File: config.mk
export PLATFORM = sky130hd
export DESIGN_NAME = prc_mem_end_flat
export DESIGN_NICKNAME = d
export VERILOG_FILES = /design/src/prc_pkg.sv /design/src/prc_link_if.sv /design/src/prc_mem_end.sv /design/src/flat_wrapper.sv
export VERILOG_INCLUDE_DIRS = /design/src
export SDC_FILE = /design/constraint.sdc
export NUM_CORES = 1
export LEC_CHECK = 0
export ABC_AREA = 1
export ABC_CLOCK_PERIOD_IN_PS = 2100
export BUFFER_PORTS_ARGS = -buffer_cell sky130_fd_sc_hd__clkbuf_2
export CAP_MARGIN = 20
export CORE_MARGIN = 4
export CORE_UTILIZATION = 54
export DETAILED_ROUTE_END_ITERATION = 10
export PLACE_DENSITY_LB_ADDON = 0.1
export SYNTH_ARGS = -nofsm -noshare
export SYNTH_HDL_FRONTEND = slang
export SYNTH_SLANG_ARGS = --single-unit
File: constraint.sdc
create_clock -name CLK_SYS_I -period 2.1 [get_ports CLK_SYS_I]
set_clock_uncertainty 0.15 [all_clocks]
set_input_delay 0.105 -clock CLK_SYS_I [delete_from_list [all_inputs] [get_ports CLK_SYS_I]]
set_output_delay 0.105 -clock CLK_SYS_I [all_outputs]
set_load 0.02 [all_outputs]
File: src/prc_map.svh
// timing constants for the pseudo-static dram reset control link
`ifndef PRC_MAP_SVH
`define PRC_MAP_SVH
`define PRC_CLK_PERIOD_PS 8000
`define PRC_RESET_PULSE_MIN_NS 200
`define PRC_RESET_RELEASE_TO_SELECT_NS 200
`define PRC_RESET_FALL_TO_SELECT_NS 400
`define PRC_SOFT_RESET_SETTLE_NS 400
`define PRC_POWERUP_INIT_TIME_US 150
// least times round up, longest times round down
`define PRC_RESET_PULSE_MIN_CYC ((`PRC_RESET_PULSE_MIN_NS * 1000 + `PRC_CLK_PERIOD_PS - 1) / `PRC_CLK_PERIOD_PS)
`define PRC_RESET_RELEASE_TO_SELECT_CYC ((`PRC_RESET_RELEASE_TO_SELECT_NS * 1000 + `PRC_CLK_PERIOD_PS - 1) / `PRC_CLK_PERIOD_PS)
`define PRC_RESET_FALL_TO_SELECT_CYC ((`PRC_RESET_FALL_TO_SELECT_NS * 1000 + `PRC_CLK_PERIOD_PS - 1) / `PRC_CLK_PERIOD_PS)
`define PRC_SOFT_RESET_SETTLE_CYC ((`PRC_SOFT_RESET_SETTLE_NS * 1000) / `PRC_CLK_PERIOD_PS)
`define PRC_POWERUP_INIT_TIME_CYC ((`PRC_POWERUP_INIT_TIME_US * 1000000) / `PRC_CLK_PERIOD_PS)
`define PRC_CFG_DEFAULT 16'h8f1f
`define PRC_ROW_DEFAULT 13'h0000
`endif

File: src/prc_pkg.sv
// types shared by the memory end, the assertions and the bench of the reset control link
package prc_pkg;
   typedef enum logic [2:0] {
      PRC_PWR_INIT,
      PRC_PWR_STANDBY,
      PRC_PWR_ACTIVE,
      PRC_PWR_HYBRID_SLEEP,
      PRC_PWR_DEEP_DOWN,
      PRC_PWR_HW_RESET,
      PRC_PWR_SOFT_RESET
   } prc_pwr_t;
endpackage

File: src/prc_link_if.sv
// link between host controller and memory reset logic
`timescale 1ns/1ps
`default_nettype none
interface prc_link_if;
   logic reset_n;
   logic select_n;
   logic soft_reset_cmd;
   modport host (output reset_n, output select_n, output soft_reset_cmd);
   modport mem (input reset_n, input select_n, input soft_reset_cmd);
endinterface
`default_nettype wire

File: src/prc_mem_end.sv
// memory-side reset, sleep and self-refresh control
// Functional notes
// - reset pin low returns device to standby
// - hardware reset restores configuration defaults
// - self-refresh halts while reset low
// - hardware reset exits hybrid sleep
// - hardware reset exits deep power down
// - refresh restarts from default row after release
// - host holds reset 200 ns, no access
// - host waits 200 ns release to select
// - host waits 400 ns fall to select
// - host should reload data after reset
// - soft reset gives standby and defaults
// - soft reset suspends refresh, resets row counter
// - standby within 400 ns of select rise
// - host should reload data after soft reset
// - host resets after shallow supply dip; host end has no supply input and resets only on HW_RESET_REQ_I
// - power-up init waits for reset release
`timescale 1ns/1ps
`default_nettype none
`include "prc_map.svh"
module prc_mem_end (
   input wire logic CLK_SYS_I,
   input wire logic RESET_I,
   prc_link_if.mem link,
   input wire logic SLEEP_REQ_I,
   input wire logic DEEP_DOWN_REQ_I,
   input wire logic CFG_WR_I,
   input wire logic [15:0] CFG_DATA_I,
   output logic [2:0] STATE_O,
   output logic READY_O,
   output logic REFRESH_ON_O,
   output logic ARRAY_VALID_O,
   output logic [15:0] CFG_O,
   output logic [12:0] REFRESH_ROW_O
);
   localparam int INIT_CYC = `PRC_POWERUP_INIT_TIME_CYC;
   localparam int SETTLE_CYC = `PRC_SOFT_RESET_SETTLE_CYC;
   prc_pkg::prc_pwr_t state_r, state_nxt;
   logic [15:0] cfg_r, cfg_nxt;
   logic [12:0] row_r, row_nxt;
   logic [15:0] cnt_r, cnt_nxt;
   logic valid_r, valid_nxt;
   logic refresh_r, refresh_nxt;
   logic ready_r, ready_nxt;
   logic sel_d_r;
   // command level seen while select was still low, so the rising edge can use it
   logic soft_d_r;
   logic sel_rise;
   assign sel_rise = link.select_n & ~sel_d_r;
   always_comb begin
      state_nxt = state_r;
      cfg_nxt = cfg_r;
      row_nxt = row_r;
      cnt_nxt = cnt_r;
      valid_nxt = valid_r;
      refresh_nxt = (state_r != prc_pkg::PRC_PWR_DEEP_DOWN);
      if (!link.reset_n) begin
         // pin reset overrides any activity, sleep or power down
         if (state_r == prc_pkg::PRC_PWR_INIT) begin
            // power-up init is held off until the pin is released
            state_nxt = prc_pkg::PRC_PWR_INIT;
         end else begin
            state_nxt = prc_pkg::PRC_PWR_HW_RESET;
         end
         cfg_nxt = `PRC_CFG_DEFAULT;
         row_nxt = `PRC_ROW_DEFAULT;
         refresh_nxt = 1'b0;
         valid_nxt = 1'b0;
         cnt_nxt = 16'h0000;
      end else begin
         if (refresh_nxt) begin
            row_nxt = row_r + 13'h0001;
         end
         case (state_r)
            prc_pkg::PRC_PWR_INIT: begin
               // init period only starts counting with reset high
               if (int'(cnt_r) >= INIT_CYC - 1) begin
                  state_nxt = prc_pkg::PRC_PWR_STANDBY;
                  valid_nxt = 1'b1;
               end else begin
                  cnt_nxt = cnt_r + 16'h0001;
               end
            end
            prc_pkg::PRC_PWR_HW_RESET: begin
               state_nxt = prc_pkg::PRC_PWR_STANDBY;
            end
            prc_pkg::PRC_PWR_STANDBY: begin
               if (!link.select_n) begin
                  state_nxt = prc_pkg::PRC_PWR_ACTIVE;
               end else if (DEEP_DOWN_REQ_I) begin
                  state_nxt = prc_pkg::PRC_PWR_DEEP_DOWN;
               end else if (SLEEP_REQ_I) begin
                  state_nxt = prc_pkg::PRC_PWR_HYBRID_SLEEP;
               end
            end
            prc_pkg::PRC_PWR_ACTIVE: begin
               if (CFG_WR_I) begin
                  cfg_nxt = CFG_DATA_I;
               end
               if (sel_rise && soft_d_r) begin
                  state_nxt = prc_pkg::PRC_PWR_SOFT_RESET;
                  cnt_nxt = 16'h0000;
                  cfg_nxt = `PRC_CFG_DEFAULT;
                  row_nxt = `PRC_ROW_DEFAULT;
                  refresh_nxt = 1'b0;
                  valid_nxt = 1'b0;
               end else if (sel_rise) begin
                  state_nxt = prc_pkg::PRC_PWR_STANDBY;
               end
            end
            prc_pkg::PRC_PWR_SOFT_RESET: begin
               refresh_nxt = 1'b0;
               row_nxt = `PRC_ROW_DEFAULT;
               if (int'(cnt_r) >= SETTLE_CYC - 2) begin
                  state_nxt = prc_pkg::PRC_PWR_STANDBY;
               end else begin
                  cnt_nxt = cnt_r + 16'h0001;
               end
            end
            prc_pkg::PRC_PWR_HYBRID_SLEEP,
            prc_pkg::PRC_PWR_DEEP_DOWN: begin
               if (!link.select_n) begin
                  state_nxt = prc_pkg::PRC_PWR_STANDBY;
               end
            end
            default: begin
               state_nxt = prc_pkg::PRC_PWR_STANDBY;
            end
         endcase
      end
      if (state_r == prc_pkg::PRC_PWR_DEEP_DOWN) begin
         valid_nxt = 1'b0;
      end
      ready_nxt = (state_nxt == prc_pkg::PRC_PWR_STANDBY) || (state_nxt == prc_pkg::PRC_PWR_ACTIVE);
   end
   always_ff @(posedge CLK_SYS_I) begin
      if (RESET_I) begin
         state_r <= prc_pkg::PRC_PWR_INIT;
         cfg_r <= `PRC_CFG_DEFAULT;
         row_r <= `PRC_ROW_DEFAULT;
         cnt_r <= 16'h0000;
         valid_r <= 1'b0;
         refresh_r <= 1'b0;
         ready_r <= 1'b0;
         sel_d_r <= 1'b1;
         soft_d_r <= 1'b0;
      end else begin
         state_r <= state_nxt;
         cfg_r <= cfg_nxt;
         row_r <= row_nxt;
         cnt_r <= cnt_nxt;
         valid_r <= valid_nxt;
         refresh_r <= refresh_nxt;
         ready_r <= ready_nxt;
         sel_d_r <= link.select_n;
         soft_d_r <= link.soft_reset_cmd;
      end
   end
   assign STATE_O = state_r;
   assign READY_O = ready_r;
   assign REFRESH_ON_O = refresh_r;
   assign ARRAY_VALID_O = valid_r;
   assign CFG_O = cfg_r;
   assign REFRESH_ROW_O = row_r;
endmodule
`default_nettype wire

File: src/flat_wrapper.sv
// flat-port wrapper written by rule: the top's interface ports become plain ports
module prc_mem_end_flat 
  (CLK_SYS_I, RESET_I, SLEEP_REQ_I, DEEP_DOWN_REQ_I, CFG_WR_I, CFG_DATA_I, STATE_O, READY_O, REFRESH_ON_O, ARRAY_VALID_O, CFG_O, REFRESH_ROW_O, link_reset_n, link_select_n, link_soft_reset_cmd);
  prc_link_if link_i ();
  input wire logic CLK_SYS_I;
  input wire logic RESET_I;
  input wire logic SLEEP_REQ_I;
  input wire logic DEEP_DOWN_REQ_I;
  input wire logic CFG_WR_I;
  input wire logic [15:0] CFG_DATA_I;
  output logic [2:0] STATE_O;
  output logic READY_O;
  output logic REFRESH_ON_O;
  output logic ARRAY_VALID_O;
  output logic [15:0] CFG_O;
  output logic [12:0] REFRESH_ROW_O;
  input wire logic [$bits(link_i.reset_n)-1:0] link_reset_n;
  input wire logic [$bits(link_i.select_n)-1:0] link_select_n;
  input wire logic [$bits(link_i.soft_reset_cmd)-1:0] link_soft_reset_cmd;
  assign link_i.reset_n = link_reset_n;
  assign link_i.select_n = link_select_n;
  assign link_i.soft_reset_cmd = link_soft_reset_cmd;
  prc_mem_end u_core (.CLK_SYS_I(CLK_SYS_I), .RESET_I(RESET_I), .link(link_i), .SLEEP_REQ_I(SLEEP_REQ_I), .DEEP_DOWN_REQ_I(DEEP_DOWN_REQ_I), .CFG_WR_I(CFG_WR_I), .CFG_DATA_I(CFG_DATA_I), .STATE_O(STATE_O), .READY_O(READY_O), .REFRESH_ON_O(REFRESH_ON_O), .ARRAY_VALID_O(ARRAY_VALID_O), .CFG_O(CFG_O), .REFRESH_ROW_O(REFRESH_ROW_O));
endmodule
==> impl_results.md <==
* Final nets at 484
* Vias in the first global route at 2541
* WP buf/inv at 2
* Outcome: finished clean
* Area leader, netlist: dfxtp_1
* Iter 0 DRT Violations at 183
* Most common cell in the netlist: nand2_1
* CP delay by family, top: simple AND/OR/NAND/NOR gates
* Worst rel slew slack at 63.8%
* Synth Flop Type: dfxtp_1
* Via count at 2644
* Detailed-route vias per instance at 5.06
* Count of final hold-check violations at 0
* GRT Resource Usage Total at 22.6%
* WP data arrival at 2.01 ns
* # diodes at 0
* Core area at 4790 um^2
* Worst Setup Path Type: reg2reg
* Post-Syn Nets at 400
* Reg2Reg Setup Slack at 0.18 ns
* Cell Count, Final, Fillers Out at 523
* Post-synthesis sequential area ratio at 39.4%
* Required @ worst endpoint at 2.19 ns
* DRT Pass-1 Iters at 4
* Area after DPL at 3030 um^2
* Share of cells above drive strength 1 at 21.5%
* Total Wirelength at 6.52 mm
* Largest net degree at the start of global routing at 20
* GR Overflow Total at 0
* Io pins at 59
* Count of input and output buffers at 58
* Internal at 1340 uW
* Core Rows at 25
* Final setup TNS at 0 ns
* Routed WL per cell at 12.5 um
* Placed Instances at 493
* Clock slew at reported path FFs at 0.11 ns
* CP cell instances: nand2_2 > nor2_4 > nand2_2 > inv_2 > a21oi_2 > nand3_2 > clkinvlp_4 > nand2_1 > nand2_1 > a21oi_1
* RePlAce Congestion at 0.830
* Final core occ at 70.3%
* Initial antenna violation count at 0
* Post-synth top cells: nand2_1 (87), dfxtp_1 (53), nor2_1 (53)
* Comb power frac at 6.7%
* Net Switching at 422 uW
* Syn Area/Cell at 7.25 um^2
* Die Width at 78.6 um
* Sink Count at 53
* Num CTS Buffers at 5
* Htree depth at 2
* Hold Path Class: in2reg
* CP Capture Type: register
* Sw Ratio at 23.9%
* CTS tree: yes
* Distinct cells, synth at 37
* Max stage delay cell, worst path: dfxtp_1
* Unrepaired setup endpoints after global routing: yes
* Die area at 6170 um^2
* Synth Register Bits at 53
* First-pass GRT wire length at 11.3 mm
* Slew Limit Fails at 0
* PwrDens at 525 nW/um^2
* CP Launch Point: u_core.STATE_O[1]
* Worst-Skew Late Latency at 0.32 ns
* Top-area cell type share of the netlist area at 39.4%
* Worst path max stage delay at 0.46 ns
* Fillers at 411
* Initial Util at 56.2%
* Critical hold path startpoint: DEEP_DOWN_REQ_I
* Crit share post-route at 91.3%
* Clock Tree Root: clkbuf_8
* Synth top area cells: dfxtp_1 (39%), nand2_1 (12%), nor2_1 (7.4%)
* DRC at 0
* Async S/R FF share, synth at 0%
* Critical path peak fanout at 12
* Fin area at 3360 um^2
* Startpoint class of the critical path: register
* Flop pwr share at 57.8%
* Clock Path Buffers at 2
* Min cycle time layout at 1.92 ns
* Synth warn at 0
* Max VDD drop at 0.419 mV
* Clock network fraction of total power at 35.6%
* Post-synth EDFFs at 0
* Area Growth Syn to Fin at 25.1%
* HPWL Detailed at 4.58 mm
* Max_cap viols at 0
* Fmax achieved at 0.521 GHz
* Tightest Pin Transition at 0.542 ns
* DRT antenna net count at 0
* Post-synthesis cell count at 371
* Netlist Area Pre-Place at 2690 um^2
* Endpoints failing setup at 0
* Die height at 78.6 um
* Reg-to-Reg Start: u_core.STATE_O[1]
* P_leak at 0.00145 uW
* Power, Total at 1770 uW
-- kinds of logic (layout without fill, tap and decap cells) --
| family | Yosys count | in the layout | synth area share [%] |
|---|---|---|---|
| adder cells (fa/ha/maj) | 5 | 5 | 2.33 |
| buffers and inverters | 50 | 135 | 8.84 |
| AO/OA/AOI/OAI | 50 | 50 | 11.1 |
| flip-flops | 53 | 53 | 39.4 |
| XOR/XNOR | 12 | 12 | 3.91 |
| AND/OR/NAND/NOR | 201 | 201 | 34.4 |
-- sequential cells by signal, summed over array words and instances, names as in the netlist --
signal and count:
u_core.sel_d_r 1, u_core.REFRESH_ON_O 1, u_core.READY_O 1, u_core.STATE_O 3, u_core.REFRESH_ROW_O 13, u_core.ARRAY_VALID_O 1
u_core.CFG_O 16, u_core.cnt_r 16, u_core.soft_d_r 1
-- power groups by stage --
stage / sequential, uW / clock (uW) / combinational (uW)
after floorplan: 1050 / 0 / 36.1
after global placement: 1040 / 0 / 81.3
after detailed placement: 1040 / 0 / 82.5
after CTS: 1020 / 651 / 114
after global routing: 1020 / 696 / 130
final: 1020 / 629 / 118
-- stage by stage --
stage / setup slack, ns / hold WS (ns)
2_1_floorplan: 0.265 / 0.0241
3_3_place_gp: 0.279 / 0.150
3_5_place_dp: 0.236 / 0.152
4_1_cts: 0.192 / 0.155
5_1_grt: -0.00746 / 0.205
6_report: 0.182 / 0.159
-- placed cells by master (no fill, tap or decap), types with 9 or more instances in the layout --
| cell type | Yosys | final |
|---|---|---|
| dlygate4sd3_1 | 0 | 22 |
| dfxtp_1 | 53 | 53 |
| o21ai_0 | 9 | 9 |
| nor2_1 | 53 | 53 |
| clkbuf_2 | 0 | 58 |
| nand2_1 | 87 | 87 |
| xor2_1 | 11 | 11 |
| nand3_1 | 21 | 21 |
| inv_1 | 35 | 34 |
| nand4_1 | 9 | 9 |
| a21oi_1 | 24 | 24 |
| nor3_1 | 10 | 10 |
-- tightest hold or removal path: cells and delay by family --
kind,cells,cell delay (ns)
simple gates,4,0.29
buf+inv,1,0.10
compound gates,1,0.09
-- metal layers --
layer | track usage (%) | vias to the layer above | wire length [um]
li1 | - | 1366 | -
met1 | 28.1 | 1207 | 2880
met3 | 5.28 | 5 | 366
met5 | 0 | - | 0
met2 | 38.6 | 66 | 3220
met4 | 6.82 | 0 | 57
-- repair_timing --
| action | CTS | global route |
|---|---|---|
| endpoints found under the setup margin | 0 | 7 |
| resized for setup | 0 | 3 |
| hold buffers | 22 | 0 |
| buffers inserted | 0 | 0 |
| endpoints found under the hold margin | 22 | 0 |
-- cell type report --
| type | count | area [um^2] | share of cell area, % |
|---|---|---|---|
| Clock buffer | 6 | 82.6 | 2.45 |
| Clock inverter | 2 | 16.3 | 0.483 |
| Inverter | 39 | 150 | 4.46 |
| Multi-Input combinational cell | 268 | 1400 | 41.5 |
| Sequential cell | 53 | 1060 | 31.5 |
| Tap cell | 67 | 83.8 | 2.49 |
| Timing Repair Buffer | 88 | 574 | 17.1 |
-- worst paths after layout --
| path | cells past startpoint | endpoint |
|---|---|---|
| setup / recovery | 10 | u_core.cnt_r[3] |
| hold / removal | 6 | u_core.STATE_O[1] |
| setup reg to reg | 10 | u_core.cnt_r[3] |
| hold reg to reg | 2 | u_core.REFRESH_ROW_O[12] |
Power figures use the tool's default switching activity.
